[src/rtl/oqsc_pkg.sv]
// Shared constants and types for the overlap and queue service control block.
package oqsc_pkg;
    localparam logic [7:0] ADDR_DATA = 8'h00;
    localparam logic [7:0] ADDR_FEAT = 8'h04;
    localparam logic [7:0] ADDR_SECT_CNT = 8'h08;
    localparam logic [7:0] ADDR_LBA_LO = 8'h0C;
    localparam logic [7:0] ADDR_CYL_LO = 8'h10;
    localparam logic [7:0] ADDR_CYL_HI = 8'h14;
    localparam logic [7:0] ADDR_DEV_HEAD = 8'h18;
    localparam logic [7:0] ADDR_CMD_STAT = 8'h1C;
    localparam logic [7:0] ADDR_DEV_CTL = 8'h20;
    localparam logic [7:0] ADDR_ENGINE = 8'h24;
    localparam logic [7:0] ADDR_CONFIG = 8'h28;
    localparam logic [7:0] ADDR_VALID = 8'h2C;
    localparam logic [7:0] ADDR_READY = 8'h30;
    localparam int ST_BSY = 7;
    localparam int ST_DRDY = 6;
    localparam int ST_SERV = 4;
    localparam int ST_DRQ = 3;
    localparam int ST_ERR = 0;
    localparam int ERR_ABRT = 2;
    localparam int DC_NIEN = 1;
    localparam int DC_SRST = 2;
    localparam int DH_DEV = 4;
    localparam int FEAT_OVL = 1;
    localparam int ENG_FIN = 0;
    localparam int ENG_REL = 1;
    localparam int ENG_RDY = 2;
    localparam int ENG_ERR = 3;
    localparam int ENG_TAG_LSB = 8;
    localparam int CFG_SUP = 0;
    localparam int CFG_RELEN = 1;
    localparam int TAG_W = 5;
    localparam int QUEUE_DEPTH = 32;
    localparam logic [2:0] PKT_LAST = 3'd5;
    localparam logic [7:0] ID_LAST = 8'hFF;
    localparam logic [7:0] ID_DEPTH_IDX = 8'd75;
    localparam logic [15:0] ID_DEPTH_WORD = 16'(QUEUE_DEPTH - 1);
    localparam logic [1:0] CFG_RESET = 2'b00;
    localparam logic [7:0] CMD_NOP = 8'h00;
    localparam logic [7:0] CMD_DEV_RESET = 8'h08;
    localparam logic [7:0] CMD_PACKET = 8'hA0;
    localparam logic [7:0] CMD_ID_PACKET = 8'hA1;
    localparam logic [7:0] CMD_SERVICE = 8'hA2;
    localparam logic [7:0] CMD_RD_QUEUED = 8'hC7;
    localparam logic [7:0] CMD_WR_QUEUED = 8'hCC;
    localparam logic [7:0] CMD_ID_DEVICE = 8'hEC;
    typedef struct packed {
        logic [7:0] features;
        logic [7:0] sect_cnt;
        logic [7:0] lba_lo;
        logic [7:0] cyl_lo;
        logic [7:0] cyl_hi;
        logic [7:0] dev_head;
    } oqsc_tf_type;
    typedef enum logic [2:0] {
        S_IDLE, S_PKT_PREP, S_PKT_XFER, S_EXEC, S_ID_XFER
    } oqsc_state_type;
endpackage : oqsc_pkg

[src/rtl/oqsc_top.sv]
// Device-side command control for packet, overlapped and queued commands.
`timescale 1ns/1ps
`default_nettype none
module oqsc_top #(
    parameter logic [7:0] SIG_SECT_CNT = 8'h01,
    parameter logic [7:0] SIG_LBA_LO = 8'h01,
    parameter logic [7:0] SIG_CYL_LO = 8'hA5,
    parameter logic [7:0] SIG_CYL_HI = 8'h5A,
    parameter logic [15:0] ID_WORD0 = 16'h0001
) (
    input wire logic pclk,
    input wire logic presetn,
    input wire logic psel,
    input wire logic penable,
    input wire logic pwrite,
    input wire logic [7:0] paddr,
    input wire logic [31:0] pwdata,
    output logic [31:0] prdata,
    output logic pready,
    output logic pslverr,
    input wire logic dev_strap,
    output logic intrq
);
    oqsc_pkg::oqsc_tf_type tf;
    oqsc_pkg::oqsc_state_type st;
    logic [2:0] pkt_cnt;
    logic [7:0] id_idx;
    logic [4:0] cur_tag;
    logic cur_ovl;
    logic [31:0] valid;
    logic [31:0] ready;
    logic [1:0] cfg;
    logic nien;
    logic err;
    logic pend;
    logic quiet;
    logic strap_s1;
    logic strap_s2;
    logic acc, wr_en, rd_en, bsy, drq, idle_bus, serv, dev_sel, mapped;
    logic [7:0] cmd, status;
    logic [4:0] tag_in, eng_tag, ready_tag;
    logic is_pkt, is_q, is_svc, is_nop, is_idd, is_idp, ovl_cmd;
    logic cmd_wr, soft_rst, c_ok, ev_nonq, ev_dup, ev_poll, ev_idd, ev_svc_none;
    logic abort_imm, ev_accept, ev_svc, eng_wr, eng_fin, eng_rel, eng_err;
    logic data_wr, data_rd, pkt_last, auto_rel, id_last, ev_rel, ev_done;
    logic abort_q, serv_ev, set_norm, set_serv, pend_set, pend_clr;
    logic [31:0] rdata;

    always_comb begin
        acc = psel & penable & pready;
        wr_en = acc & pwrite;
        rd_en = acc & ~pwrite;
        cmd = pwdata[7:0];
        bsy = (st == oqsc_pkg::S_PKT_PREP) | (st == oqsc_pkg::S_EXEC);
        drq = (st == oqsc_pkg::S_PKT_XFER) | (st == oqsc_pkg::S_ID_XFER);
        idle_bus = ~bsy & ~drq;
        serv = |ready;
        dev_sel = tf.dev_head[oqsc_pkg::DH_DEV] == strap_s2;
        tag_in = tf.sect_cnt[oqsc_pkg::TAG_W-1:0];
        eng_tag = pwdata[oqsc_pkg::ENG_TAG_LSB +: oqsc_pkg::TAG_W];
        ready_tag = 5'h00;
        for (int i = 31; i >= 0; i--) begin
            if (ready[i]) begin
                ready_tag = 5'(i);
            end
        end
        status = 8'h00;
        status[oqsc_pkg::ST_BSY] = bsy;
        status[oqsc_pkg::ST_DRDY] = 1'b1;
        status[oqsc_pkg::ST_SERV] = serv & dev_sel;
        status[oqsc_pkg::ST_DRQ] = drq;
        status[oqsc_pkg::ST_ERR] = err;
        is_pkt = cmd == oqsc_pkg::CMD_PACKET;
        is_q = (cmd == oqsc_pkg::CMD_RD_QUEUED) | (cmd == oqsc_pkg::CMD_WR_QUEUED);
        is_svc = cmd == oqsc_pkg::CMD_SERVICE;
        is_nop = cmd == oqsc_pkg::CMD_NOP;
        is_idd = cmd == oqsc_pkg::CMD_ID_DEVICE;
        is_idp = cmd == oqsc_pkg::CMD_ID_PACKET;
        ovl_cmd = is_q | is_svc | (is_nop & (tf.features != 8'h00))
            | (is_pkt & tf.features[oqsc_pkg::FEAT_OVL] & cfg[oqsc_pkg::CFG_SUP]);
        cmd_wr = wr_en & (paddr == oqsc_pkg::ADDR_CMD_STAT);
        soft_rst = (wr_en & (paddr == oqsc_pkg::ADDR_DEV_CTL) & pwdata[oqsc_pkg::DC_SRST])
            | (cmd_wr & (cmd == oqsc_pkg::CMD_DEV_RESET));
        c_ok = cmd_wr & idle_bus & ~soft_rst;
        ev_nonq = c_ok & ~ovl_cmd & (valid != 32'h0);
        ev_dup = c_ok & is_q & valid[tag_in];
        ev_poll = c_ok & is_nop & (tf.features != 8'h00);
        ev_idd = c_ok & is_idd;
        ev_svc_none = c_ok & is_svc & ~serv;
        abort_imm = ev_nonq | ev_dup | ev_poll | ev_idd | ev_svc_none | (c_ok & is_nop);
        ev_accept = c_ok & ~abort_imm;
        ev_svc = ev_accept & is_svc;
        eng_wr = wr_en & (paddr == oqsc_pkg::ADDR_ENGINE);
        eng_err = eng_wr & pwdata[oqsc_pkg::ENG_ERR] & (st == oqsc_pkg::S_EXEC);
        eng_fin = eng_wr & pwdata[oqsc_pkg::ENG_FIN] & (st == oqsc_pkg::S_EXEC) & ~eng_err;
        eng_rel = eng_wr & pwdata[oqsc_pkg::ENG_REL] & (st == oqsc_pkg::S_EXEC) & ~eng_err
            & ~eng_fin & cur_ovl;
        serv_ev = eng_wr & pwdata[oqsc_pkg::ENG_RDY] & valid[eng_tag];
        data_wr = wr_en & (paddr == oqsc_pkg::ADDR_DATA) & (st == oqsc_pkg::S_PKT_XFER);
        data_rd = rd_en & (paddr == oqsc_pkg::ADDR_DATA) & (st == oqsc_pkg::S_ID_XFER);
        pkt_last = data_wr & (pkt_cnt == oqsc_pkg::PKT_LAST);
        auto_rel = cur_ovl & cfg[oqsc_pkg::CFG_RELEN];
        id_last = data_rd & (id_idx == oqsc_pkg::ID_LAST);
        ev_rel = (pkt_last & auto_rel) | eng_rel;
        ev_done = eng_fin | id_last;
        abort_q = ev_nonq | ev_dup | eng_err;
        set_norm = ev_done | (c_ok & abort_imm) | eng_err;
        set_serv = serv_ev & idle_bus & ~quiet;
        pend_set = set_norm | set_serv;
        pend_clr = (rd_en & (paddr == oqsc_pkg::ADDR_CMD_STAT)) | cmd_wr;
        mapped = (paddr[1:0] == 2'b00) & (paddr <= oqsc_pkg::ADDR_READY);
        rdata = 32'h0;
        unique case (paddr)
            oqsc_pkg::ADDR_DATA: begin
                if (st == oqsc_pkg::S_ID_XFER && id_idx == oqsc_pkg::ID_DEPTH_IDX) begin
                    rdata[15:0] = oqsc_pkg::ID_DEPTH_WORD;
                end else if (st == oqsc_pkg::S_ID_XFER && id_idx == 8'h00) begin
                    rdata[15:0] = ID_WORD0;
                end
            end
            oqsc_pkg::ADDR_FEAT: rdata[oqsc_pkg::ERR_ABRT] = err;
            oqsc_pkg::ADDR_SECT_CNT: rdata[7:0] = tf.sect_cnt;
            oqsc_pkg::ADDR_LBA_LO: rdata[7:0] = tf.lba_lo;
            oqsc_pkg::ADDR_CYL_LO: rdata[7:0] = tf.cyl_lo;
            oqsc_pkg::ADDR_CYL_HI: rdata[7:0] = tf.cyl_hi;
            oqsc_pkg::ADDR_DEV_HEAD: rdata[7:0] = tf.dev_head;
            oqsc_pkg::ADDR_CMD_STAT: rdata[7:0] = status;
            oqsc_pkg::ADDR_DEV_CTL: rdata[7:0] = status;
            oqsc_pkg::ADDR_ENGINE: rdata = {24'h0, 1'b0, cur_ovl, 3'b000, st};
            oqsc_pkg::ADDR_CONFIG: rdata[1:0] = cfg;
            oqsc_pkg::ADDR_VALID: rdata = valid;
            oqsc_pkg::ADDR_READY: rdata = ready;
            default: rdata = 32'h0;
        endcase
    end

    // The slave answers one cycle into the access phase.
    always_ff @(posedge pclk or negedge presetn) begin
        if (!presetn) begin
            pready <= 1'b0;
            prdata <= 32'h0;
            pslverr <= 1'b0;
        end else if (psel && penable && !pready) begin
            pready <= 1'b1;
            prdata <= pwrite ? 32'h0 : rdata;
            pslverr <= ~mapped;
        end else begin
            pready <= 1'b0;
            pslverr <= 1'b0;
        end
    end

    always_ff @(posedge pclk or negedge presetn) begin
        if (!presetn) begin
            strap_s1 <= 1'b0;
            strap_s2 <= 1'b0;
        end else begin
            strap_s1 <= dev_strap;
            strap_s2 <= strap_s1;
        end
    end

    always_ff @(posedge pclk or negedge presetn) begin
        if (!presetn) begin
            tf <= '{8'h00, SIG_SECT_CNT, SIG_LBA_LO, SIG_CYL_LO, SIG_CYL_HI, 8'h00};
        end else if (soft_rst || ev_idd) begin
            tf.sect_cnt <= SIG_SECT_CNT;
            tf.lba_lo <= SIG_LBA_LO;
            tf.cyl_lo <= SIG_CYL_LO;
            tf.cyl_hi <= SIG_CYL_HI;
        end else if (ev_svc) begin
            tf.sect_cnt <= {3'b000, ready_tag};
        end else if (wr_en && idle_bus) begin
            unique case (paddr)
                oqsc_pkg::ADDR_FEAT: tf.features <= pwdata[7:0];
                oqsc_pkg::ADDR_SECT_CNT: tf.sect_cnt <= pwdata[7:0];
                oqsc_pkg::ADDR_LBA_LO: tf.lba_lo <= pwdata[7:0];
                oqsc_pkg::ADDR_CYL_LO: tf.cyl_lo <= pwdata[7:0];
                oqsc_pkg::ADDR_CYL_HI: tf.cyl_hi <= pwdata[7:0];
                oqsc_pkg::ADDR_DEV_HEAD: tf.dev_head <= pwdata[7:0];
                default: tf <= tf;
            endcase
        end
    end

    always_ff @(posedge pclk or negedge presetn) begin
        if (!presetn) begin
            cfg <= oqsc_pkg::CFG_RESET;
            nien <= 1'b0;
        end else begin
            if (wr_en && paddr == oqsc_pkg::ADDR_CONFIG) begin
                cfg <= pwdata[1:0];
            end
            if (wr_en && paddr == oqsc_pkg::ADDR_DEV_CTL) begin
                nien <= pwdata[oqsc_pkg::DC_NIEN];
            end
        end
    end

    always_ff @(posedge pclk or negedge presetn) begin
        if (!presetn) begin
            st <= oqsc_pkg::S_IDLE;
            pkt_cnt <= 3'd0;
            id_idx <= 8'h00;
            cur_tag <= 5'h00;
            cur_ovl <= 1'b0;
        end else if (soft_rst) begin
            st <= oqsc_pkg::S_IDLE;
        end else begin
            unique case (st)
                oqsc_pkg::S_IDLE: begin
                    if (ev_accept) begin
                        cur_ovl <= ovl_cmd;
                        cur_tag <= is_svc ? ready_tag : tag_in;
                        pkt_cnt <= 3'd0;
                        id_idx <= 8'h00;
                        if (is_pkt) begin
                            st <= oqsc_pkg::S_PKT_PREP;
                        end else if (is_idp) begin
                            st <= oqsc_pkg::S_ID_XFER;
                        end else begin
                            st <= oqsc_pkg::S_EXEC;
                        end
                    end
                end
                oqsc_pkg::S_PKT_PREP: st <= oqsc_pkg::S_PKT_XFER;
                oqsc_pkg::S_PKT_XFER: begin
                    if (data_wr) begin
                        pkt_cnt <= pkt_cnt + 3'd1;
                    end
                    if (pkt_last) begin
                        st <= auto_rel ? oqsc_pkg::S_IDLE : oqsc_pkg::S_EXEC;
                    end
                end
                oqsc_pkg::S_EXEC: begin
                    if (eng_fin || eng_rel || eng_err) begin
                        st <= oqsc_pkg::S_IDLE;
                    end
                end
                oqsc_pkg::S_ID_XFER: begin
                    if (data_rd) begin
                        id_idx <= id_idx + 8'h01;
                    end
                    if (id_last) begin
                        st <= oqsc_pkg::S_IDLE;
                    end
                end
            endcase
        end
    end

    always_ff @(posedge pclk or negedge presetn) begin
        if (!presetn) begin
            valid <= 32'h0;
            ready <= 32'h0;
        end else if (soft_rst || abort_q) begin
            valid <= 32'h0;
            ready <= 32'h0;
        end else begin
            if (ev_done && cur_ovl) begin
                valid[cur_tag] <= 1'b0;
            end
            if (ev_svc) begin
                ready[ready_tag] <= 1'b0;
            end
            if (ev_accept && is_q) begin
                valid[tag_in] <= 1'b1;
            end
            if (ev_rel) begin
                valid[cur_tag] <= 1'b1;
            end
            if (serv_ev) begin
                ready[eng_tag] <= 1'b1;
            end
        end
    end

    always_ff @(posedge pclk or negedge presetn) begin
        if (!presetn) begin
            err <= 1'b0;
        end else if (c_ok && abort_imm || eng_err) begin
            err <= 1'b1;
        end else if (ev_accept || soft_rst) begin
            err <= 1'b0;
        end
    end

    // Quiet blocks further service interrupts until SERV drops.
    always_ff @(posedge pclk or negedge presetn) begin
        if (!presetn) begin
            quiet <= 1'b0;
            pend <= 1'b0;
            intrq <= 1'b0;
        end else begin
            if (serv_ev || (c_ok && serv)) begin
                quiet <= 1'b1;
            end else if (!serv || soft_rst) begin
                quiet <= 1'b0;
            end
            if (pend_set) begin
                pend <= 1'b1;
            end else if (pend_clr || soft_rst) begin
                pend <= 1'b0;
            end
            intrq <= pend & ~nien & dev_sel;
        end
    end
endmodule : oqsc_top
`default_nettype wire

[config.mk]
export PLATFORM = sky130hd
export DESIGN_NAME = oqsc_top
export DESIGN_NICKNAME = d
export VERILOG_FILES = /design/src/rtl/oqsc_pkg.sv /design/src/rtl/oqsc_top.sv
export SDC_FILE = /design/constraint.sdc
export NUM_CORES = 1
export LEC_CHECK = 0
export BUFFER_PORTS_ARGS = -buffer_cell sky130_fd_sc_hd__buf_2
export CAP_MARGIN = 40
export CORE_ASPECT_RATIO = 0.8
export CORE_MARGIN = 2
export CORE_UTILIZATION = 45
export CTS_CLUSTER_DIAMETER = 200
export DETAILED_ROUTE_END_ITERATION = 16
export PLACE_DENSITY = 0.61
export SYNTH_ARGS = -nofsm -noshare
export SYNTH_HDL_FRONTEND = slang
export SYNTH_SLANG_ARGS = --single-unit
[constraint.sdc]
create_clock -name pclk -period 8.05 [get_ports pclk]
set_clock_uncertainty 0.15 [all_clocks]
set_input_delay 0.4025 -clock pclk [delete_from_list [all_inputs] [get_ports pclk]]
set_output_delay 0.4025 -clock pclk [all_outputs]
set_load 0.005 [all_outputs]
==> results of run 1 <==
## worst paths after layout
kind                        endpoint  depth (start not counted)      start  slack, ns
min                           tf[38]                          3  pwdata[6]       0.14
max                        ready[11]                          7      st[2]       4.23
max reg2reg                ready[11]                          7      st[2]       4.23
min reg2reg                 strap_s2                          0   strap_s1       0.20
min in group asynchronous  id_idx[4]                          2    presetn       0.44
max in group asynchronous  ready[18]                          3    presetn       6.12
## sequential cells by signal (all words and copies together), names as in the netlist
signal	cells
tag_in	5
quiet	1
nien	1
st	3
ready	32
tf	43
cur_tag	5
pend	1
strap_s2	1
valid	32
pkt_cnt	3
cfg	2
id_idx	8
cur_ovl	1
strap_s1	1
intrq	1
pready	1
pslverr	1
err	1
prdata	32
## logic make-up after synthesis
group	count (synthesis)	share of synthesized area
adders and majority gates	4	0.00470
DFF	175	0.413
xor gates and xnor gates	9	0.00741
buffers and inverters	108	0.0433
AOI/OAI and AO/OA	338	0.206
muxes	63	0.0791
and+or+nand+nor	474	0.247
## Yosys cell counts (20+ instances only)
library cell	n
inv_1	20
nor2_1	69
dfrtp_1	165
mux2i_1	23
clkbuf_1	56
nand2_1	167
nand3_1	30
buf_2	20
o31ai_1	31
a31oi_1	40
o21ai_0	92
a22oi_1	45
nor4_1	30
a21oi_1	53
## report_power, final
group / leakage [nW] / internal, mW / switching [mW] / total [mW]
Clock: 0.304 / 0.529 / 0.372 / 0.901
Combinational: 2.15 / 0.0186 / 0.0591 / 0.0777
Sequential: 2.38 / 0.882 / 0.00563 / 0.887
## tightest hold or removal path, stage by stage
cell     delay [ns]
buf_2          0.15
nand3_1        0.07
o21ai_0        0.07
## layout make-up
| class | instances | area (µm²) | area share |
|---|---|---|---|
| clock buffer | 19 | 443 | 0.0377 |
| clock inverter | 13 | 185 | 0.0157 |
| inverter | 20 | 75.1 | 0.00638 |
| multi-input combinational | 888 | 5800 | 0.493 |
| sequential | 175 | 4390 | 0.373 |
| tap | 312 | 390 | 0.0332 |
| timing repair buffer | 82 | 475 | 0.0404 |
## through the flow
stage / util / hold WS [ns] / power [mW]
2_1_floorplan: - / -0.0431 / 0.936
3_3_place_gp: 0.475 / 0.185 / 0.979
3_5_place_dp: 0.476 / 0.187 / 0.980
4_1_cts: 0.504 / 0.128 / 1.88
5_1_grt: 0.504 / 0.150 / 1.92
6_report: 0.504 / 0.138 / 1.87
## routing by layer
metal  track usage  vias up  share of wire
li1              -     4422              -
met1         0.456     4948           0.46
met2         0.405      549           0.42
met3        0.0715       64           0.10
met4        0.0853        0          0.020
met5             0        -              0
==> reports/metrics.yaml, run 1 <==
critical_path:
  endpoint_kind: "flop"
  cpPeakStageDelay_ns: 0.60
  cp_cell_sequence: "or3_1 > a21oi_4 > nand4_4 > a211oi_1 > nand3_1 > o31ai_1 > a21oi_1"
  crit_slowest_cell: "or3_1"
  cp.required_ns: 8.19
  crit_family: "compound AO/OA/AOI/OAI gates"
  crit_type: "flop to flop"
  crit_fanout: 17
  critPathLaunchType: "flop"
  crit_buf_inv: 0
  crit_arrival_ns: 3.96
clock_tree:
  path_clk_slew_ns: 0.07
  clock_latency_ns: 0.45
  clockRootBuffer: "clkbuf_16"
  cts_tree: "yes"
  cts_max_path_buffers: 2
  hold_buffers: 2
  cts_buffers: 17
  cts_num_sinks: 175
  cts_setup_buffers: 0
  ctsResizeCount: 0
  htreeDepth: 4
synthesis:
  syn_inst: 1171
  synth_area_leaders: "dfrtp_1, nand2_1, o21ai_0, a22oi_1, a21oi_1"
  synth_top_area_frac: 0.388
  synth.distinct_cells: 86
  synth_seq_cells: 175
  synthesis.area_um2: 10600
  synth_edf_count: 0
  ys_seq_area_frac: 0.413
  synth_ff_type: "dfrtp_1"
  synth_area_leader_cell: "dfrtp_1"
  synthArstFlopShare: 1.00
  avgSynthCellArea_um2: 9.09
  yosys_warnings: 0
  synth_nets: 1221
drt:
  dr.pass1.iters: 6
  route.vias.total: 9983
  ant_nets: 0
  drc_errors: 0
  drt_iter0_drc: 1542
  vias_per_cell: 6.62
  drt_wl_total_um: 36000
  drt-wirelength-per-cell_um: 23.9
power_and_ir_drop:
  ir_drop_mv: 0.145
  powerDensity_nw_per_um2: 159
  p_leak_nw: 4.83
sta:
  tightest_slew_ns: 0.888
  fmax_mhz: 262
  fin_crit_sh: 0.474
  setup_viol: 0
  slew_headroom: 0.406
  final.setup.tns_ns: 0
  layout_setup_ws_ns: 4.23
  finalHoldViolCount: 0
  period_minus_slack_ns: 3.82
  rsz0062_at_grt: "no"
  final_max_slew_viol_count: 0
global_routing:
  grt_overflow: 0
  grt_max_degree: 86
  antenna_found_initial: 0
  grt_pass1_vias: 9363
  grt_pass1_wl_um: 56400
  grt.total_usage: 0.295
flow_run:
  drv_cap: 0
finish:
  finalNonFillerCells: 1509
  antennaDiodeCount: 0
  area_growth_pct: 10.5
  final_cell_mix: "nand2_1, dfrtp_1, o21ai_0"
  layout_commonest_cell: "nand2_1"
  fill_cells: 2185
  drive_above_1_share: 0.163
  finalInstanceArea_um2: 11800
  fin_nets: 1234
floorplanning:
  initial_utilization: 0.456
  pin_count: 81
  dieArea_um2: 24900
  rows: 50
  coreArea_um2: 23300
  die_w_um: 176
  die_y_um: 142
placed_design:
  dp_cells: 1474
  gp_congestion: 0.950
  hpwl_um: 24800
  placed_area_um2: 11100
  port_buffers: 61
  pre_cts_ws_ns: 4.29
worst_hold_path:
  worst_hold_path_type: "input port to flop"
status:
  run_status: "completed"
Note: power is estimated with default switching activity, not from simulation.
==> run 2, diff against run 1 <==
--- a/config.mk
+++ b/config.mk
@@ -5,6 +5,7 @@
 export SDC_FILE = /design/constraint.sdc
 export NUM_CORES = 1
 export LEC_CHECK = 0
+export ABC_AREA = 1
 export BUFFER_PORTS_ARGS = -buffer_cell sky130_fd_sc_hd__buf_2
 export CAP_MARGIN = 40
 export CORE_ASPECT_RATIO = 0.8
==> constraint.sdc (replaced) <==
create_clock -name pclk -period 3.53 [get_ports pclk]
set_clock_uncertainty 0.15 [all_clocks]
set_input_delay 0.1765 -clock pclk [delete_from_list [all_inputs] [get_ports pclk]]
set_output_delay 0.1765 -clock pclk [all_outputs]
set_load 0.005 [all_outputs]
==> run 2 against run 1 <==
Worst setup slack lost 4.0 ns. Register-to-register slack lost 4.0 ns. Die area shrank 1.5%. Count of clock-buffer cells in the layout shrank 1. Hold slack lost 0.12 ns. Highest routed layer unchanged. Power grew 140%. Sequential power grew 130%. Routed wire length grew 0.17%. Design area grew 2.5%.
==> reports/metrics.yaml, run 2 <==
status:
  run_status: "completed"
clock_tree:
  path_clk_slew_ns: 0.08
  clock_latency_ns: 0.45
  cts_num_sinks: 175
  cts_tree: "yes"
  clockRootBuffer: "clkbuf_16"
  cts_max_path_buffers: 2
  cts_setup_buffers: 0
  cts_buffers: 17
  htreeDepth: 4
drt:
  drt_iter0_drc: 1200
  drt_wl_total_um: 36100
  ant_nets: 0
  dr.pass1.iters: 7
  drt-wirelength-per-cell_um: 19.5
  route.vias.total: 10805
  vias_per_cell: 5.86
  drc_errors: 0
worst_hold_path:
  holdCritStartpoint: "pwdata[11]"
  min_to: "ready[1]"
  holdPathStages: 4
  worst_hold_path_type: "input port to flop"
critical_path:
  r2r_start: "tag_in[1]"
  crit_type: "flop to flop"
  cpPeakStageDelay_ns: 0.46
  cp.required_ns: 3.74
  reg2reg_to: "tf[11]"
  endpoint_kind: "flop"
  crit_slowest_cell: "dfrtp_1"
  r2r_setup_slack_ns: 0.23
  critPathLaunchType: "flop"
  crit_buf_inv: 3
  cp_cell_sequence: "nand2_2 > clkinv_1 > a221oi_1 > o22ai_1 > nor3_2 > nand2_1 > nand2_1 > nand2_1 > nand2_1 > nor3_2 > nand2_2 > nand2_2 > nor2_4 > inv_2 > nor2_1 > inv_2 > a21oi_1 > a21oi_1"
  crit_arrival_ns: 3.51
  crit_family: "simple AND/OR/NAND/NOR gates"
  crit_fanout: 7
  worstRegToRegCells: 18
  crit_top_cell: "nand2_1"
floorplanning:
  dieArea_um2: 24500
  initial_utilization: 0.462
  pin_count: 81
  die_y_um: 140
  die_w_um: 175
  rows: 49
  coreArea_um2: 22700
placed_design:
  gp_congestion: 0.975
  pre_cts_ws_ns: 0.292
  port_buffers: 61
  dp_cells: 1806
  hpwl_um: 26600
finish:
  fin_nets: 1576
  post-route-util: 0.532
  drive_above_1_share: 0.139
  final_cell_mix: "nand2_1, inv_1, dfrtp_1"
  top_register: "tf"
  largest_reg_flops: 43
  fill_cells: 2276
  finalNonFillerCells: 1845
  antennaDiodeCount: 0
  area_growth_pct: 15.1
  layout_commonest_cell: "nand2_1"
sta:
  layout_setup_ws_ns: 0.226
  fin_crit_sh: 0.936
  rsz0062_at_grt: "no"
  setup_viol: 0
  final_max_slew_viol_count: 0
  period_minus_slack_ns: 3.30
  final.setup.tns_ns: 0
  fmax_mhz: 303
  finalHoldViolCount: 0
  tightest_slew_ns: 0.882
  slew_headroom: 0.412
global_routing:
  grt_overflow: 0
  grt_pass1_wl_um: 57100
  grt_max_degree: 82
  grt.total_usage: 0.299
  grt_pass1_vias: 10085
  antenna_found_initial: 0
synthesis:
  ys_seq_area_frac: 0.419
  synth_ff_type: "dfrtp_1"
  synth_commonest_cells: "nand2_1, inv_1, dfrtp_1"
  synth_edf_count: 0
  yosys_warnings: 0
  synth_area_leader_cell: "dfrtp_1"
  synthesis.area_um2: 10500
  avgSynthCellArea_um2: 7.28
  synth_most_common_cell: "nand2_1"
  synth_top_area_frac: 0.394
  synth.distinct_cells: 51
  synthArstFlopShare: 1.00
  synth_seq_cells: 175
  synth_nets: 1489
  syn_inst: 1439
  synth_area_leaders: "dfrtp_1, nand2_1, inv_1, o21ai_0, nor2_1"
power_and_ir_drop:
  powerDensity_nw_per_um2: 375
  ir_drop_mv: 0.297
  p_leak_nw: 5.54
flow_run:
  drv_cap: 0
==> run 2: cell count changes in the layout (fill, tap and decap cells not counted), moves of 23 or more <==
cell	delta
o22ai_1	+42
nand2_1	+124
buf_4	+32
o21ai_1	+33
mux2i_1	-23
nor2_1	+64
inv_1	+153
a22oi_1	-37
nand3_1	+60
==> run 2: area by class of cell <==
| type | count | area (µm²) | area share |
|---|---|---|---|
| Multi-Input combinational cell | 1014 | 5140 | 0.426 |
| Clock inverter | 14 | 165 | 0.0137 |
| Inverter | 199 | 752 | 0.0624 |
| Tap cell | 306 | 383 | 0.0317 |
| Clock buffer | 18 | 439 | 0.0364 |
| Sequential cell | 175 | 4390 | 0.364 |
| Timing Repair Buffer | 119 | 790 | 0.0655 |
==> run 2: metal layers <==
| metal | global-route usage | routed length (µm) | vias up |
|---|---|---|---|
| met4 | 0.0807 | 543 | 0 |
| met1 | 0.451 | 16600 | 5185 |
| met2 | 0.420 | 15000 | 470 |
| li1 | - | - | 5103 |
| met5 | 0 | 0 | - |
| met3 | 0.0779 | 3930 | 47 |
==> run 2: repair_timing <==
| item | in CTS | in global routing |
|---|---|---|
| hold buffers | 7 | 0 |
| resized for setup | 0 | 5 |
| endpoints found under the hold margin | 92 | 0 |
| endpoints found under the setup margin | 0 | 17 |
==> run 2: logic make-up after synthesis <==
logic type               Yosys count  synth area share
AO/OA/AOI/OAI                    376             0.214
XOR/XNOR                           1          0.000836
adder cells (fa/ha/maj)            4           0.00478
buffers and inverters            250            0.0919
flip-flops                       175             0.419
multiplexers                       1           0.00108
AND/OR/NAND/NOR                  632             0.268
==> run 2: worst max path at each step <==
stage	startpoint	to	cells past startpoint
CTS	ready[24]	tf[11]	18
global placement	ready[24]	tf[6]	16
finish	tag_in[1]	tf[11]	18
global route	tag_in[0]	tf[11]	19
detailed placement	ready[24]	tf[11]	18
floorplan	tag_in[0]	tf[6]	18
==> run 2: worst min-delay path, stage by stage <==
cell and delay (ns):
buf_2 0.17, nor4_1 0.11, nand2_1 0.07, a21oi_1 0.05
==> run 2: where the power goes <==
part / leakage (nW) / internal, mW / switching, mW
Clock: 0.294 / 0.974 / 0.981
Sequential: 2.36 / 2.04 / 0.0323
Combinational: 2.89 / 0.138 / 0.357
==> run 2: through the flow <==
| step | instance area (µm²) | total power [mW] | hold WS, ns |
|---|---|---|---|
| global placement | 11400 | 2.58 | 0.134 |
| detailed placement | 11400 | 2.59 | 0.137 |
| floorplan | 10500 | 2.39 | -0.269 |
| CTS | 12000 | 4.52 | 0.00394 |
| finish | 12100 | 4.52 | 0.0204 |
| global route | 12100 | 4.67 | 0.0344 |
==> run 3, diff against run 2 <==
--- a/config.mk
+++ b/config.mk
@@ -13,7 +13,7 @@
 export CORE_UTILIZATION = 45
 export CTS_CLUSTER_DIAMETER = 200
 export DETAILED_ROUTE_END_ITERATION = 16
-export PLACE_DENSITY = 0.61
+export PLACE_DENSITY = 0.74
 export SYNTH_ARGS = -nofsm -noshare
 export SYNTH_HDL_FRONTEND = slang
 export SYNTH_SLANG_ARGS = --single-unit
==> run 3 against run 2 <==
Power down 0.84%. Design area up 0.85%. Via count up 3.1%. Global-route usage up 0.48 points. Worst setup slack worse by 0.011 ns. Combinational power up 4.4%. Critical path depth down 1. Count of clock-buffer cells in the layout up 2. Sequential share of layout area down 0.31 points. Register-to-register slack about the same.
==> reports/metrics.yaml, run 3 (same netlist as run 2, synthesis figures left out) <==
clock_tree:
  cts_max_path_buffers: 2
  cts_buffers: 17
  cts_num_sinks: 175
  clock_latency_ns: 0.44
  htreeDepth: 4
  clockRootBuffer: "clkbuf_16"
  cts_tree: "yes"
  path_clk_slew_ns: 0.07
sta:
  tightest_slew_ns: 0.831
  slew_headroom: 0.441
  rsz0062_at_grt: "no"
  period_minus_slack_ns: 3.31
  finalHoldViolCount: 0
  final_max_slew_viol_count: 0
  whs_ns: 0.0261
  fmax_mhz: 302
  final.setup.tns_ns: 0
  fin_crit_sh: 0.939
  setup_viol: 0
finish:
  drive_above_1_share: 0.145
  finalInstanceArea_um2: 12200
  fill_cells: 2177
  layout_commonest_cell: "nand2_1"
  largest_reg_flops: 43
  finalNonFillerCells: 1860
  fin_nets: 1590
  area_growth_pct: 16.1
  top_register: "tf"
  final_cell_mix: "nand2_1, inv_1, dfrtp_1"
drt:
  ant_nets: 0
  dr.pass1.iters: 8
  top_layer_used: "met4"
  wl_met1_um: 16100
  drc_errors: 0
  vias_per_cell: 5.99
  wl_met3_um: 4680
  drt-wirelength-per-cell_um: 19.8
  drt_wl_total_um: 36900
  route.vias.total: 11139
  dr_wl_met2_um: 15500
  drt_iter0_drc: 1736
global_routing:
  grt_overflow: 0
  grt_pass1_wl_um: 58300
  grt_max_degree: 78
  grt_pass1_vias: 10355
  grt.total_usage: 0.303
  antenna_found_initial: 1
critical_path:
  r2r_setup_slack_ns: 0.22
  cp.required_ns: 3.68
  crit_fanout: 7
  critPathLaunch: "tag_in[2]"
  crit_type: "flop to flop"
  r2r_start: "tag_in[2]"
  crit_arrival_ns: 3.46
  endpoint_kind: "flop"
  critPathLaunchType: "flop"
placed_design:
  gp_congestion: 0.999
  hpwl_um: 27000
  port_buffers: 61
  placed_area_um2: 11400
  dp_cells: 1815
floorplanning:
  die_y_um: 140
  pin_count: 81
  dieArea_um2: 24500
  initial_utilization: 0.462
  coreArea_um2: 22700
  die_w_um: 175
  rows: 49
power_and_ir_drop:
  p_sw_mw: 1.31
  p_leak_nw: 5.58
  clkPwrFrac: 0.423
  seq_power_share: 0.461
  p_sw_frac: 0.292
  ir_drop_mv: 0.336
  p_total_mw: 4.48
  pwr-share-comb: 0.115
  powerDensity_nw_per_um2: 368
  power.internal_mw: 3.17
status:
  run_status: "completed"
flow_run:
  drv_cap: 0
worst_hold_path:
  worst_hold_path_type: "input port to flop"
  holdCritStartpoint: "penable"
==> run 3: cell count changes in the layout (fill, tap and decap cells not counted), moves of 2 or more <==
cell | previous run | this run
buf_4 | 49 | 60
clkbuf_1 | 0 | 3
clkinv_8 | 5 | 1
clkinvlp_4 | 0 | 2
dlygate4sd3_1 | 7 | 9
inv_6 | 5 | 3
==> run 3: timing repair <==
| item | in CTS | in global routing |
|---|---|---|
| hold buffers | 9 | 0 |
| endpoints found under the hold margin | 59 | 0 |
| setup endpoints to repair | 0 | 41 |
| resized for setup | 0 | 9 |
| setup buffers | 0 | 3 |
==> run 3: per-layer routing <==
metal / vias up / GRT usage
met5: - / 0
met4: 0 / 0.0548
met3: 52 / 0.0801
met2: 678 / 0.446
met1: 5272 / 0.452
li1: 5137 / -
==> run 3: worst paths after layout <==
kind,endpoint,depth (start not counted)
worst min-delay path,prdata[3],4
min in group asynchronous,id_idx[4],2
worst min register to register,strap_s2,0
max in group asynchronous,ready[23],3
worst max register to register,ready[14],17
worst max-delay path,ready[14],17
==> run 3: power groups by stage <==
stage,combinational [mW],clock (mW),sequential (mW)
after floorplan,0.299,0,2.10
after global placement,0.487,0,2.10
after detailed placement,0.493,0,2.10
after CTS,0.502,1.90,2.07
after global routing,0.571,1.99,2.07
final,0.517,1.90,2.07
==> run 3: worst max-delay path, cell delays in order (launching register included) <==
cell,delay [ns]
dfrtp_1,0.51
inv_1,0.17
nor3_1,0.37
inv_1,0.17
o22ai_1,0.24
nor3_4,0.09
nand2_1,0.06
nand2_1,0.07
nand2_1,0.06
nand2_1,0.06
nor3_2,0.26
nand2_2,0.17
inv_2,0.11
nand2_1,0.10
nor2_1,0.24
nand3_1,0.12
nand2_1,0.12
a21oi_1,0.09
==> run 3: layout make-up <==
class | count | area [µm²] | area share
antenna | 1 | 2.50 | 0.000206
clock buffer | 20 | 437 | 0.0359
clock inverter | 12 | 133 | 0.0109
inverter | 199 | 752 | 0.0618
multi-input combinational | 1014 | 5160 | 0.424
sequential | 175 | 4390 | 0.361
tap | 306 | 383 | 0.0315
timing repair buffer | 133 | 907 | 0.0746
==> run 3: through the flow <==
step	util	worst slack, ns
after global routing	0.536	0.00327
after detailed placement	0.504	0.247
final	0.536	0.215
after global placement	0.503	0.326
after floorplan	-	0.893
after CTS	0.534	0.258
